**src/rtl/switch_stop_pkg.sv**
```systemverilog
package switch_stop_pkg;

	// bus and register widths
	localparam int unsigned ADDR_W = 12;
	localparam int unsigned DATA_W = 32;
	localparam int unsigned IDX_W  = 10;
	localparam int unsigned CFG_W  = 14;
	localparam int unsigned FLAG_W = 7;

	// register indices, byte address is four times the index
	localparam logic [IDX_W-1:0] IDX_CFG    = 10'h040;
	localparam logic [IDX_W-1:0] IDX_FLAGS  = 10'h041;
	localparam logic [IDX_W-1:0] IDX_LIM_L  = 10'h042;
	localparam logic [IDX_W-1:0] IDX_LIM_R  = 10'h043;
	localparam logic [IDX_W-1:0] IDX_DECEL  = 10'h044;
	localparam logic [IDX_W-1:0] IDX_XLATCH = 10'h045;
	localparam logic [IDX_W-1:0] IDX_ELATCH = 10'h046;

	// configuration field positions
	localparam int CFG_EN_L        = 0;
	localparam int CFG_EN_R        = 1;
	localparam int CFG_POL_L       = 2;
	localparam int CFG_POL_R       = 3;
	localparam int CFG_SIDE_XCHG   = 4;
	localparam int CFG_RAMPED      = 5;
	localparam int CFG_VLIM_L      = 6;
	localparam int CFG_VLIM_R      = 7;
	localparam int CFG_CAP_L_ACT   = 8;
	localparam int CFG_CAP_L_INACT = 9;
	localparam int CFG_CAP_R_ACT   = 10;
	localparam int CFG_CAP_R_INACT = 11;
	localparam int CFG_CAP_ENC     = 12;
	localparam int CFG_HALT_STALL  = 13;

	// flag field positions
	localparam int FLG_ACT_L   = 0;
	localparam int FLG_ACT_R   = 1;
	localparam int FLG_CAP_L   = 2;
	localparam int FLG_CAP_R   = 3;
	localparam int FLG_STOP_L  = 4;
	localparam int FLG_STOP_R  = 5;
	localparam int FLG_STALL   = 6;

	// reset values
	localparam logic [CFG_W-1:0]  CFG_RESET  = 14'h0000;
	localparam logic [DATA_W-1:0] WORD_RESET = 32'h0000_0000;

	// apb request from the master
	typedef struct packed {
		logic              psel;
		logic              penable;
		logic              pwrite;
		logic [ADDR_W-1:0] paddr;
		logic [DATA_W-1:0] pwdata;
	} apb_req_t;

	// apb answer to the master
	typedef struct packed {
		logic [DATA_W-1:0] prdata;
		logic              pready;
		logic              pslverr;
	} apb_rsp_t;

	// positions and direction from the ramp generator and encoder
	typedef struct packed {
		logic [DATA_W-1:0] ramp_pos;
		logic [DATA_W-1:0] enc_pos;
		logic              dir_neg;
	} motion_t;

	// stop commands toward the ramp generator
	typedef struct packed {
		logic              hard_stop;
		logic              ramp_stop;
		logic [DATA_W-1:0] stop_decel;
		logic              limit_halt;
		logic [DATA_W-1:0] limit_pos;
	} stop_cmd_t;

endpackage : switch_stop_pkg

```
**src/rtl/limit_reach.sv**
```systemverilog
`timescale 1ns/1ps
// signed compare of position against a virtual limit
module limit_reach #(
	parameter int unsigned WIDTH = 32
) (
	// operands
	input  wire logic [WIDTH-1:0] pos,
	input  wire logic [WIDTH-1:0] limit,
	input  wire logic             toward_neg,
	// limit touched or passed
	output logic                  reached
);
	// left limit is reached from above, right limit from below
	always_comb begin
		if (toward_neg) begin
			reached = $signed(pos) <= $signed(limit);
		end else begin
			reached = $signed(pos) >= $signed(limit);
		end
	end

endmodule : limit_reach

```
**src/rtl/pin_sync.sv**
```systemverilog
`timescale 1ns/1ps
// two flip-flop synchroniser for asynchronous pins
module pin_sync #(
	parameter int unsigned WIDTH = 3
) (
	// clock, reset, enable
	input  wire logic             clk,
	input  wire logic             rst_n,
	input  wire logic             ce,
	// pins in, clean levels out
	input  wire logic [WIDTH-1:0] d,
	output logic      [WIDTH-1:0] q
);
	typedef struct packed {
		logic [WIDTH-1:0] meta;   // first stage, read only by second
		logic [WIDTH-1:0] clean;  // second stage
	} sync_t;

	sync_t s_reg;
	sync_t s_next;

	// shift on every enabled cycle
	always_comb begin
		s_next = s_reg;
		if (ce) begin
			s_next.meta  = d;
			s_next.clean = s_reg.meta;
		end
	end

	// state register
	always_ff @(posedge clk or negedge rst_n) begin
		if (!rst_n) begin
			s_reg <= '0;
		end else begin
			s_reg <= s_next;
		end
	end

	assign q = s_reg.clean;

endmodule : pin_sync

```
**src/rtl/reference_switch_stop_unit.sv**
```systemverilog
// The implementer's own choice: register access over APB.
`timescale 1ns/1ps
module reference_switch_stop_unit (
	// clock, reset, enable
	input  wire logic                      pclk,
	input  wire logic                      presetn,
	input  wire logic                      ce,
	// apb slave
	input  wire switch_stop_pkg::apb_req_t apb_req,
	output switch_stop_pkg::apb_rsp_t      apb_rsp,
	// end switch and stall pins
	input  wire logic                      stop_left_pin,
	input  wire logic                      stop_right_pin,
	input  wire logic                      stall_pin,
	// ramp generator side
	input  wire switch_stop_pkg::motion_t  motion,
	output switch_stop_pkg::stop_cmd_t     stop_cmd
);
	import switch_stop_pkg::*;

	// whole state of the block
	typedef struct packed {
		logic [CFG_W-1:0]  cfg;        // switch configuration
		logic [DATA_W-1:0] lim_l;      // left virtual limit
		logic [DATA_W-1:0] lim_r;      // right virtual limit
		logic [DATA_W-1:0] decel;      // stop deceleration
		logic [DATA_W-1:0] xlatch;     // captured ramp position
		logic [DATA_W-1:0] elatch;     // captured encoder position
		logic              flag_ll;    // left capture ready
		logic              flag_lr;    // right capture ready
		logic              stall_halt_flag;
		logic [1:0]        act_prev;   // polarity-corrected levels
		logic              stall_prev; // last stall level
		logic              stop_l;     // left stop in effect
		logic              stop_r;     // right stop in effect
		logic              hard;       // hard stop command
		logic              ramp;       // ramped stop command
		logic              lim_halt;   // virtual limit halt
		logic [DATA_W-1:0] lim_pos;    // halt target
		logic [DATA_W-1:0] prdata;     // read data
		logic              rd_ok;      // read data loaded for this transfer
	} state_t;

	state_t s_reg;
	state_t s_next;

	logic [2:0]       sync_q;     // clean pin levels
	logic             lim_l_hit;  // at or below left limit
	logic             lim_r_hit;  // at or above right limit
	logic [1:0]       act;        // switch active after polarity
	logic [1:0]       rise;       // going active
	logic [1:0]       fall;       // going inactive
	logic             cap_l;      // left capture event
	logic             cap_r;      // right capture event
	logic             stop_l_c;   // left stop condition
	logic             stop_r_c;   // right stop condition
	logic             stall_ev;   // stall edge while enabled
	logic             vlim_l;     // left virtual halt
	logic             vlim_r;     // right virtual halt
	logic             any_stop;   // any switch or stall stop
	logic [IDX_W-1:0] idx;        // register index of paddr
	logic             acc_done;   // access phase completes
	logic             rd_flags;   // flag register read completes
	logic             wr_en;      // write completes
	logic             clr_ll;     // left capture flag was reported
	logic             clr_lr;     // right capture flag was reported
	logic             clr_st;     // stall flag was reported

	// word index of a byte address
	function automatic logic [IDX_W-1:0] reg_index(input logic [ADDR_W-1:0] a);
		reg_index = a[ADDR_W-1:2];
	endfunction : reg_index

	// known register at this address
	function automatic logic mapped(input logic [ADDR_W-1:0] a);
		mapped = (a[1:0] == 2'h0) && (reg_index(a) >= IDX_CFG) && (reg_index(a) <= IDX_ELATCH);
	endfunction : mapped

	// raw pins are asynchronous, never read before the second stage
	pin_sync #(
		.WIDTH (3)
	) u_sync (
		.clk   (pclk),
		.rst_n (presetn),
		.ce    (ce),
		.d     ({stall_pin, stop_right_pin, stop_left_pin}),
		.q     (sync_q)
	);

	// left limit is approached moving negative
	limit_reach #(
		.WIDTH (DATA_W)
	) u_lim_l (
		.pos        (motion.ramp_pos),
		.limit      (s_reg.lim_l),
		.toward_neg (1'b1),
		.reached    (lim_l_hit)
	);

	// right limit is approached moving positive
	limit_reach #(
		.WIDTH (DATA_W)
	) u_lim_r (
		.pos        (motion.ramp_pos),
		.limit      (s_reg.lim_r),
		.toward_neg (1'b0),
		.reached    (lim_r_hit)
	);

	// switch levels, edges and stop conditions
	always_comb begin
		act[0] = sync_q[0] ^ s_reg.cfg[CFG_POL_L];
		act[1] = sync_q[1] ^ s_reg.cfg[CFG_POL_R];
		// a polarity write can look like an edge; software should change it idle
		rise  = act & ~s_reg.act_prev;
		fall  = ~act & s_reg.act_prev;
		cap_l = (rise[0] & s_reg.cfg[CFG_CAP_L_ACT])
		      | (fall[0] & s_reg.cfg[CFG_CAP_L_INACT]);
		cap_r = (rise[1] & s_reg.cfg[CFG_CAP_R_ACT])
		      | (fall[1] & s_reg.cfg[CFG_CAP_R_INACT]);
		// exchange moves each switch to the other travel direction
		if (s_reg.cfg[CFG_SIDE_XCHG]) begin
			stop_l_c = s_reg.cfg[CFG_EN_L] & act[0] & ~motion.dir_neg;
			stop_r_c = s_reg.cfg[CFG_EN_R] & act[1] & motion.dir_neg;
		end else begin
			stop_l_c = s_reg.cfg[CFG_EN_L] & act[0] & motion.dir_neg;
			stop_r_c = s_reg.cfg[CFG_EN_R] & act[1] & ~motion.dir_neg;
		end
		stall_ev = sync_q[2] & ~s_reg.stall_prev & s_reg.cfg[CFG_HALT_STALL];
		vlim_l   = s_reg.cfg[CFG_VLIM_L] & motion.dir_neg & lim_l_hit;
		vlim_r   = s_reg.cfg[CFG_VLIM_R] & ~motion.dir_neg & lim_r_hit;
		any_stop = stop_l_c | stop_r_c | s_reg.stall_halt_flag | stall_ev;
	end

	// bus decode
	always_comb begin
		idx      = reg_index(apb_req.paddr);
		acc_done = ce & s_reg.rd_ok & apb_req.psel & apb_req.penable;
		rd_flags = acc_done & ~apb_req.pwrite & (idx == IDX_FLAGS);
		wr_en    = acc_done & apb_req.pwrite;
		// read data is snapped in setup, so only flags it carried may clear;
		// an event landing on the setup edge would otherwise be lost unseen
		clr_ll   = rd_flags & s_reg.prdata[FLG_CAP_L];
		clr_lr   = rd_flags & s_reg.prdata[FLG_CAP_R];
		clr_st   = rd_flags & s_reg.prdata[FLG_STALL];
	end

	// next state
	always_comb begin
		s_next = s_reg;
		if (ce) begin
			s_next.act_prev   = act;
			s_next.stall_prev = sync_q[2];
			s_next.stop_l     = stop_l_c;
			s_next.stop_r     = stop_r_c;
			// hard stop zeroes speed, ramped stop uses the stop rate
			s_next.hard       = any_stop & ~s_reg.cfg[CFG_RAMPED];
			s_next.ramp       = any_stop & s_reg.cfg[CFG_RAMPED];
			// ramp generator plans its stop onto this target
			s_next.lim_halt   = vlim_l | vlim_r;
			s_next.lim_pos    = vlim_l ? s_reg.lim_l : s_reg.lim_r;
			// captures taken in the edge cycle
			if (cap_l | cap_r) begin
				s_next.xlatch = motion.ramp_pos;
				if (s_reg.cfg[CFG_CAP_ENC]) begin
					s_next.elatch = motion.enc_pos;
				end
			end
			// sticky flags: a new event beats the clearing read
			s_next.flag_ll = cap_l | (s_reg.flag_ll & ~clr_ll);
			s_next.flag_lr = cap_r | (s_reg.flag_lr & ~clr_lr);
			s_next.stall_halt_flag = stall_ev | (s_reg.stall_halt_flag & ~clr_st);
			// register writes
			if (wr_en) begin
				unique case (idx)
					IDX_CFG: begin
						s_next.cfg = apb_req.pwdata[CFG_W-1:0];
					end
					IDX_LIM_L: begin
						s_next.lim_l = apb_req.pwdata;
					end
					IDX_LIM_R: begin
						s_next.lim_r = apb_req.pwdata;
					end
					IDX_DECEL: begin
						s_next.decel = apb_req.pwdata;
					end
					default: begin
						// read-only or unmapped, write dropped
					end
				endcase
			end
			// read data is fetched once per transfer, before pready
			if (acc_done) begin
				s_next.rd_ok = 1'b0;
			end else if (apb_req.psel && !s_reg.rd_ok) begin
				s_next.rd_ok = 1'b1;
				unique case (idx)
					IDX_CFG: begin
						s_next.prdata = {{(DATA_W-CFG_W){1'b0}}, s_reg.cfg};
					end
					IDX_FLAGS: begin
						s_next.prdata = {{(DATA_W-FLAG_W){1'b0}},
							s_reg.stall_halt_flag, s_reg.stop_r, s_reg.stop_l,
							s_reg.flag_lr, s_reg.flag_ll,
							s_reg.act_prev[1],
							s_reg.act_prev[0]};
					end
					IDX_LIM_L: begin
						s_next.prdata = s_reg.lim_l;
					end
					IDX_LIM_R: begin
						s_next.prdata = s_reg.lim_r;
					end
					IDX_DECEL: begin
						s_next.prdata = s_reg.decel;
					end
					IDX_XLATCH: begin
						s_next.prdata = s_reg.xlatch;
					end
					IDX_ELATCH: begin
						s_next.prdata = s_reg.elatch;
					end
					default: begin
						s_next.prdata = WORD_RESET;
					end
				endcase
			end
		end
	end

	// state register
	always_ff @(posedge pclk or negedge presetn) begin
		if (!presetn) begin
			s_reg       <= '0;
			s_reg.cfg   <= CFG_RESET;
			s_reg.lim_l <= WORD_RESET;
			s_reg.lim_r <= WORD_RESET;
			s_reg.decel <= WORD_RESET;
		end else begin
			s_reg <= s_next;
		end
	end

	// outputs
	always_comb begin
		apb_rsp.prdata      = s_reg.prdata;
		apb_rsp.pready      = ce & s_reg.rd_ok;
		apb_rsp.pslverr     = acc_done & ~mapped(apb_req.paddr);
		stop_cmd.hard_stop  = s_reg.hard;
		stop_cmd.ramp_stop  = s_reg.ramp;
		stop_cmd.stop_decel = s_reg.decel;
		stop_cmd.limit_halt = s_reg.lim_halt;
		stop_cmd.limit_pos  = s_reg.lim_pos;
	end
endmodule : reference_switch_stop_unit

```
**config.mk**
```make
export PLATFORM = sky130hd
export DESIGN_NAME = reference_switch_stop_unit
export DESIGN_NICKNAME = d
export VERILOG_FILES = /design/src/rtl/switch_stop_pkg.sv /design/src/rtl/limit_reach.sv /design/src/rtl/pin_sync.sv /design/src/rtl/reference_switch_stop_unit.sv
export SDC_FILE = /design/constraint.sdc
export NUM_CORES = 1
export LEC_CHECK = 0
export ABC_CLOCK_PERIOD_IN_PS = 6300
export BUFFER_PORTS_ARGS = -buffer_cell sky130_fd_sc_hd__buf_2
export CAP_MARGIN = 25
export CORE_UTILIZATION = 23
export CTS_BUF_LIST = sky130_fd_sc_hd__clkbuf_4
export DETAILED_ROUTE_END_ITERATION = 12
export PLACE_DENSITY = 0.38
export SYNTH_ARGS = -nofsm -noshare
export SYNTH_HDL_FRONTEND = slang
export SYNTH_SLANG_ARGS = --single-unit
```
**constraint.sdc**
```tcl
create_clock -name pclk -period 6.3 [get_ports pclk]
set_clock_uncertainty 0.1 [all_clocks]
set_input_delay 1.89 -clock pclk [delete_from_list [all_inputs] [get_ports pclk]]
set_output_delay 1.89 -clock pclk [all_outputs]
set_load 0.02 [all_outputs]
```
### Word-level counts from Yosys, hierarchy flattened

Index checks and enable logic that the tools add are counted.
Widths: inputs -> output; s select.

* $add $sub $neg: 0
* $mul: 0
* div/mod/pow operators: 0
* order comparisons: 4
* equal/unequal tests: 7
* shift-type cells: 0
* mux-type cells: 6
* bitwise gates (word level): 56
* reduce and logical (&&, ||, !) cells: 14

Operator list (count)
* $pmux 32 s7: 1
* $eq 10x7->1 const B: 7
* $ge 32x32->1: 1
* $le 32x32->1: 1
* $mux 32: 1
* $and 1x1->1: 31
* $reduce_and 3->1: 6
* $ge 10x7->1 const B: 1
* $le 10x7->1 const B: 1
* $or 1x1->1: 10
* $not 1->1: 9
* $and 2x2->2: 2
* $mux 1: 4
* $not 2->2: 2
* $reduce_and 2->1: 2
* $logic_and 1x1->1: 3
* $logic_not 2->1: 1
* $reduce_bool 2->1: 1
* $xor 1x1->1: 2
* $logic_not 1->1: 1

* register bits: 256
* latch bits: 0
* RAM bits: 0
* memory bits (read-only): 0
* input port bits: 118
* output and inout port bits: 101
* word-level logic and storage cells: 108
* memories: 0

### Logic depth before layout (Yosys ltp)

Gate-level depths: netlist of the first run.

* word-level depth: 9
* depth in mapped cells: 11
* mapped depth without buffers: 9

### Hierarchy

A second synthesis of the first run with hierarchy kept.

* cell total of the unflattened synthesis: 1263
* area total of the unflattened synthesis: 14174.8 um^2

Modules (own cells, without submodules)
* reference_switch_stop_unit: times used 1, cells an instance 1011, area each 12229.2 um^2, seq. area each 6256.0 um^2
* limit_reach: times used 2, cells an instance 118, area each 835.8 um^2, seq. area each 0.0 um^2
* pin_sync: times used 1, cells an instance 16, area each 274.0 um^2, seq. area each 150.1 um^2

### Worst setup path after synthesis of the first run

Ideal clock, no wire load.

* kind: input to output
* start point: input apb_req[34] (netlist name)
* end point: output apb_rsp[0] (netlist name)
* data arrival time: 3.341 ns
* data required time: 4.310 ns
* path slack: 0.969 ns
* stages on the path: 5
* buffers on the path: 3
* path through: clkbuf_1 > clkbuf_1 > clkbuf_1 > a311oi_1 > a21boi_0

RTL lines
* start, declared: line reference_switch_stop_unit.sv:9 `input wire switch_stop_pkg::apb_req_t apb_req,`
* end, declared: line reference_switch_stop_unit.sv:10 `output switch_stop_pkg::apb_rsp_t apb_rsp,`

==> summary.md, run 1 <==
| Metric | Value |
|---|---|
| Outcome | completed |
| DR vias | 10,100 |
| Primary FF master, synth | dfrtp_1 |
| Unrepaired setup endpoints after global routing | no |
| Tightest Hold Check Type | register to register |
| Req. time, crit path | 4310 ps |
| Postcts setup bufs | 0 |
| Initial antenna violation count | 9 |
| Setup TNS | 0 ps |
| Die width | 243 µm |
| Final Hold Vio Count | 0 |
| Worst skew pair latency | 780 ps |
| Final wirelength | 47,500 µm |
| Yosys cell types | 55 |
| Fin crit share | 82.5% |
| Gpl congestion | 0.752 |
| DR vias/cell | 4.48 |
| Post-route insts no fill | 2,251 |
| Syn Nets | 1,451 |
| Post-layout nets | 1,607 |
| Worst slew pin tran | 914 ps |
| Clock Sinks | 256 |
| Clock Tree Root | clkbuf_4 |
| DR WL/cell | 21.1 µm |
| Total gr overflow | 0 |
| Syn Area/Cell | 10.5 µm² |
| Ports | 219 |
| Post-cts gate resize count | 0 |
| Initial Util | 23.5% |
| Peak VDD IR | 0.0000773 V |
| Max reg flops | 151 |
| Slew HR | 39.1% |
| Fraction of layout cells with a size suffix above 1 | 32.6% |
| Post-synthesis cell count | 1,269 |
| CTS tree | done |
| Total of max-cap violations | 0 |
| Filler Cells Inserted | 6,157 |
| Flops & latches, synth | 256 |
| Final worst slack | 1110 ps |
| Commonest non-fill, non-tap cell in the layout | dfrtp_1 |
| CP endpoint kind | primary output |
| Final Util | 27.4% |
| Count of final setup violators | 0 |
| Final Power | 3.90 mW |
| Most frequent cells in the layout | dfrtp_1, buf_2, nand2_1, clkbuf_4, mux2_2 |
| Cells after DPL | 2,100 |
| Clock-pin slew on the worst setup and hold paths | 60 ps |
| Fin crit period | 5190 ps |
| Core area | 0.0568 mm² |
| LEAKAGE | 7.72 nW |
| DR pass1 iterations | 8 |
| Total GRT Usage | 16.3% |
| DRC viols | 0 |
| TritonCTS buffer count | 79 |
| Iteration-0 DRC Markers | 627 |
| Worst EP arrival | 3200 ps |
| Vias in the first global route | 10,500 |
| Largest net degree at the start of global routing | 106 |
| HPWL after detailed placement | 33,200 µm |
| Placement Setup Slack | 1100 ps |
| Global-route wire length before repair | 70,300 µm |
| Clock Tree Buf Depth | 3 |
| Cell row count | 87 |
| CTS HTree Levels | 3 |
| Yosys warns | 0 |
| Nature of the critical path startpoint | input port |
| Peak Freq | 193 MHz |
| Post-synth EDFFs | 0 |
| Final ANT Viol Nets | 0 |
| FFs w/ async S/R, synth | 100% |
| I/O Buffers | 218 |
| Seq/Total Area, Yosys | 48.1% |
| CP Class | input port to primary output |
| Cts hold-fix bufs | 0 |
| Final Max Slew Viols | 0 |
| CP max FO | 5 |
| Die Area | 0.0589 mm² |
| Die H | 243 µm |
| Cell Area, Synth | 0.0133 mm² |
| Pwr dens | 250 mW/mm² |
| Area Overhead vs Synth | 16.7% |
[cell type report]
type	count	area, µm²	area share, %
Sequential cell	256	6410	41.2
Clock inverter	34	131	0.844
Clock buffer	112	841	5.40
Timing Repair Buffer	244	1340	8.64
Tap cell	756	946	6.08
Inverter	73	274	1.76
Multi-Input combinational cell	771	5610	36.0
Antenna cell	5	12.5	0.0804
[final timing paths]
| path | slack (ps) | cells after the start | to | startpoint |
|---|---|---|---|---|
| max | 1110 | 5 | apb_rsp[0] | apb_req[37] |
| min | 390 | 2 | s_reg[108]$_DFFE_PN0P_ | s_reg[108]$_DFFE_PN0P_ |
| max reg2reg | 2910 | 10 | stop_cmd[0]$_DFFE_PN0P_ | s_reg[219]$_DFFE_PN0P_ |
| min reg2reg | 390 | 2 | s_reg[108]$_DFFE_PN0P_ | s_reg[108]$_DFFE_PN0P_ |
| max in group asynchronous | 3830 | 2 | stop_cmd[7]$_DFFE_PN0P_ | presetn |
| min in group asynchronous | 1030 | 1 | stop_cmd[38]$_DFFE_PN0P_ | presetn |
[metrics by stage]
step                cell area, µm²  hold WS, ps
finish                       15600          388
global route                 15600          400
CTS                          15500          388
detailed placement           14600          375
global placement             14500          368
floorplan                    13300          351
[power by group]
part | internal (mW) | switching [mW] | leakage (nW)
combinational | 0.163 | 0.316 | 4.14
clock | 0.822 | 0.798 | 0.584
sequential | 1.73 | 0.0620 | 2.99
total | 2.72 | 1.18 | 7.72
[synthesized netlist by cell type, types with 2 or more instances]
master,count,share of area (%)
buf_4,108,6.1
a211oi_1,2,0.11
ha_1,64,6.0
nand4_1,11,0.52
dfrtp_1,256,48
nor3_1,3,0.11
nor2b_1,4,0.19
nand3b_1,3,0.17
o21ai_0,88,3.3
a21oi_1,81,3.0
a22oi_1,25,1.4
and2_1,4,0.19
xor2_1,3,0.20
o211ai_1,2,0.11
mux2_2,109,9.2
inv_1,73,2.1
o21a_1,4,0.23
a22o_1,2,0.13
buf_1,2,0.056
and3_1,8,0.38
clkbuf_1,33,0.93
buf_2,25,0.94
a21boi_0,2,0.11
nor2_1,76,2.1
nand2b_1,3,0.14
nand3_1,6,0.23
mux2_1,11,0.93
mux2i_1,60,4.5
o21ai_1,17,0.64
a31oi_1,3,0.14
nand2_1,123,3.5
o22ai_1,3,0.14
nor4_1,2,0.094
a41oi_1,7,0.46
a222oi_1,24,1.8
a21o_1,3,0.17
[metal layers]
| layer | up-vias | share of wire (%) | track usage [%] |
|---|---|---|---|
| li1 | 4745 | - | - |
| met1 | 4980 | 46 | 21.8 |
| met2 | 270 | 46 | 25.6 |
| met3 | 74 | 5.8 | 4.27 |
| met4 | 6 | 1.9 | 4.83 |
| met5 | - | 0.084 | 0 |
[kinds of logic after synthesis]
family                     after synthesis  share of synthesized area, %
DFF                                    256                          48.1
AOI/OAI and AO/OA                      272                          12.4
xor gates and xnor gates                 3                         0.197
muxes                                  181                          14.8
adders and majority gates               64                          6.01
buffers and inverters                  242                          10.1
and+or+nand+nor                        251                          8.35
[critical path: stages]
cell and delay (ps):
buf_2 100, or4_4 530, nor4b_4 350, a21boi_0 150
buf_2 180
Power figures use the tool's default switching activity.
==> run 2: changes to the inputs <==
--- a/config.mk
+++ b/config.mk
@@ -5,7 +5,8 @@
 export SDC_FILE = /design/constraint.sdc
 export NUM_CORES = 1
 export LEC_CHECK = 0
-export ABC_CLOCK_PERIOD_IN_PS = 6300
+export ABC_AREA = 1
+export ABC_CLOCK_PERIOD_IN_PS = 5100
 export BUFFER_PORTS_ARGS = -buffer_cell sky130_fd_sc_hd__buf_2
 export CAP_MARGIN = 25
 export CORE_UTILIZATION = 23
==> constraint.sdc (replaced) <==
create_clock -name pclk -period 5.1 [get_ports pclk]
set_clock_uncertainty 0.1 [all_clocks]
set_input_delay 1.53 -clock pclk [delete_from_list [all_inputs] [get_ports pclk]]
set_output_delay 1.53 -clock pclk [all_outputs]
set_load 0.02 [all_outputs]
==> run 2 against run 1 <==
Compared with the run above: critical path depth rose by 4; sequential share of layout area fell by 0.64 points; final cell count rose by 15%; synthesized cell count rose by 27%; synthesized area rose by 2.3%; power rose by 19%; register-to-register slack got worse by 740 ps; first-iteration DRC count fell by 2.9%; hold slack got worse by 17 ps; flip-flop and latch count did not move; die area rose by 2.3%; cell area rose by 1.6%; largest cell class unchanged.
==> summary.md, run 2 <==
| Metric | Value |
|---|---|
| Fin crit period | 4570 ps |
| Area Overhead vs Synth | 15.9% (was 16.7%) |
| HPWL after detailed placement | 33,900 µm (was 33,200 µm) |
| Final ANT Viol Nets | 0 (unchanged) |
| Final Max Slew Viols | 0 (unchanged) |
| FF-to-FF Start | s_reg[239]$_DFFE_PN0P_ (was s_reg[219]$_DFFE_PN0P_) |
| Leading area contributor after synthesis | dfrtp_1 (unchanged) |
| Count of final setup violators | 0 (unchanged) |
| Cell row count | 88 (was 87) |
| Filler Cells Inserted | 6,428 (was 6,157) |
| Clock Tree Root | clkbuf_4 (unchanged) |
| Peak VDD IR | 0.000110 V (was 0.0000773 V) |
| Fin crit share | 89.6% |
| R2R setup slack | 2170 ps (was 2910 ps) |
| Tightest Hold Check Type | register to register (unchanged) |
| I/O Buffers | 218 (unchanged) |
| Outcome | completed (unchanged) |
| Gpl congestion | 0.809 (was 0.752) |
| Start point of the critical path | apb_req[40] (was apb_req[37]) |
| Post-synth EDFFs | 0 (unchanged) |
| Global-route wire length before repair | 74,400 µm (was 70,300 µm) |
| Initial antenna violation count | 7 (was 9) |
| CP max FO | 6 (was 5) |
| Post-layout nets | 1,952 (was 1,607) |
| Postcts setup bufs | 0 (unchanged) |
| Worst slew pin tran | 963 ps (was 914 ps) |
| Unrepaired setup endpoints after global routing | no (unchanged) |
| Most numerous cell in the Yosys netlist | nand2_1 (was dfrtp_1) |
| Clock-pin slew on the worst setup and hold paths | 60 ps (about the same) |
| Final worst slack | 532 ps (was 1110 ps) |
| DRC viols | 0 (unchanged) |
| Core area | 0.0581 mm² (was 0.0568 mm²) |
| CP Class | input port to primary output (unchanged) |
| Final Util | 27.2% (was 27.4%) |
| Die width | 245 µm (was 243 µm) |
| Flops & latches, synth | 256 (unchanged) |
| DR pass1 iterations | 5 (was 8) |
| Die Area | 0.0603 mm² (was 0.0589 mm²) |
| Yosys cell types | 42 (was 55) |
| Post-synthesis cell count | 1,611 (was 1,269) |
| DR vias/cell | 4.39 (was 4.48) |
| Pwr dens | 293 mW/mm² (was 250 mW/mm²) |
| DR vias | 11,300 (was 10,100) |
| Total gr overflow | 0 (unchanged) |
| Synth cell count leaders | nand2_1, dfrtp_1, inv_1, o21ai_0, buf_4 (was dfrtp_1, nand2_1, mux2_2, buf_4, o21ai_0) |
| Seq/Total Area, Yosys | 47.0% (was 48.1%) |
| Fraction of layout cells with a size suffix above 1 | 22.5% (was 32.6%) |
| Syn Area/Cell | 8.46 µm² (was 10.5 µm²) |
| Main area contributors after synthesis | dfrtp_1, nand2_1, o21ai_0 (was dfrtp_1, mux2_2, buf_4) |
| CTS HTree Levels | 3 (unchanged) |
| Placement Setup Slack | 529 ps (was 1100 ps) |
| Req. time, crit path | 3470 ps (was 4310 ps) |
| Synth top area share | 47.0% (was 48.1%) |
| LEAKAGE | 8.33 nW (was 7.72 nW) |
| Max reg flops | 151 (unchanged) |
| FFs w/ async S/R, synth | 100% (unchanged) |
| Cell Area, Synth | 0.0136 mm² (was 0.0133 mm²) |
| Total of max-cap violations | 0 (unchanged) |
| Iteration-0 DRC Markers | 609 (was 627) |
| Worst hold margin | 372 ps (was 388 ps) |
| Total GRT Usage | 16.8% (was 16.3%) |
| Peak Freq | 219 MHz |
| Post-cts gate resize count | 0 (unchanged) |
| Final Hold Vio Count | 0 (unchanged) |
| Most frequent cells in the layout | nand2_1, dfrtp_1, buf_2, inv_1, o21ai_0 (was dfrtp_1, buf_2, nand2_1, clkbuf_4, mux2_2) |
| Worst skew pair latency | 810 ps (was 780 ps) |
| Worst EP arrival | 2940 ps (was 3200 ps) |
| DR WL/cell | 19.2 µm (was 21.1 µm) |
| Die H | 245 µm (was 243 µm) |
| Setup TNS | 0 ps (unchanged) |
| Initial Util | 23.5% (about the same) |
| Commonest non-fill, non-tap cell in the layout | nand2_1 (was dfrtp_1) |
| Yosys warns | 0 (unchanged) |
| Final wirelength | 49,700 µm (was 47,500 µm) |
| Cts hold-fix bufs | 0 (unchanged) |
| Clock Tree Buf Depth | 3 (unchanged) |
| Syn Nets | 1,793 (was 1,451) |
| Ports | 219 (unchanged) |
| TritonCTS buffer count | 82 (was 79) |
| Worst hold start | apb_rsp[32]$_DFFE_PN0P_ (was s_reg[108]$_DFFE_PN0P_) |
| Clock Sinks | 256 (unchanged) |
| Vias in the first global route | 11,600 (was 10,500) |
| Primary FF master, synth | dfrtp_1 (unchanged) |
| Slew HR | 35.6% (was 39.1%) |
| CP endpoint kind | primary output (unchanged) |
| CTS tree | done (unchanged) |
| Largest net degree at the start of global routing | 94 (was 106) |
| Nature of the critical path startpoint | input port (unchanged) |
-- run 2: changes by cell type after synthesis, sizes merged, moves of 19 or more --
cell and delta:
a21oi -43, mux2 -89, a22oi -23, inv +107, mux2i -60, o22ai +24, o21ai +59, nand2 +320
o31ai +19, a222oi -24, nand3 +71
-- run 2: cells by family (layout without fill, tap and decap cells) --
group	after synthesis	count (layout)	synth area share, %
simple gates	617	617	18.5
xor+xnor	2	2	0.128
mux	31	31	3.11
flops	256	256	47.0
buf+inv	348	553	12.9
other cells	0	2	0
compound gates	293	293	12.5
fa+ha+maj	64	64	5.87
-- run 2: report_power, final --
part	internal, mW	leakage [nW]	switching [mW]	total [mW]
Clock	1.08	0.573	0.978	2.06
Sequential	2.14	3.47	0.0374	2.17
Combinational	0.136	4.28	0.267	0.403
-- run 2: layout make-up --
cell class / count / area, µm² / area share [%]
Sequential cell: 256 / 6410 / 40.5
Multi-Input combinational cell: 1007 / 5490 / 34.7
Timing Repair Buffer: 242 / 1320 / 8.34
Tap cell: 765 / 957 / 6.06
Clock buffer: 110 / 826 / 5.22
Inverter: 181 / 679 / 4.30
Clock inverter: 20 / 128 / 0.807
Antenna cell: 2 / 5.00 / 0.0317
-- run 2: worst max-delay path, cell delays in order --
cell	delay, ps
buf_2	110
inv_1	40
nor2_1	30
nand2_1	130
nor2_2	70
inv_2	190
nand4_1	410
a21oi_1	240
buf_2	180
-- run 2: worst paths after layout --
check	end	cells past startpoint
setup / recovery	apb_rsp[0]	9
hold / removal	apb_rsp[32]$_DFFE_PN0P_	2
setup reg to reg	s_reg[102]$_DFFE_PN0P_	7
hold reg to reg	apb_rsp[32]$_DFFE_PN0P_	2
max in group asynchronous	s_reg[219]$_DFFE_PN0P_	2
min in group asynchronous	s_reg[84]$_DFFE_PN0P_	1
-- run 2: routing by layer --
layer | track usage (%) | up-vias | routed length (µm)
li1 | - | 5521 | -
met1 | 22.1 | 5404 | 23100
met2 | 26.2 | 313 | 22400
met3 | 4.34 | 79 | 3000
met4 | 6.16 | 10 | 1140
met5 | 0 | - | 62
-- run 2: metrics by stage --
step	power [mW]	area (µm²)	instances
floorplan	2.42	13600	1611
global placement	2.61	14800	2451
detailed placement	2.62	14800	2451
CTS	4.75	15800	2581
global route	4.91	15800	2582
finish	4.64	15800	2583
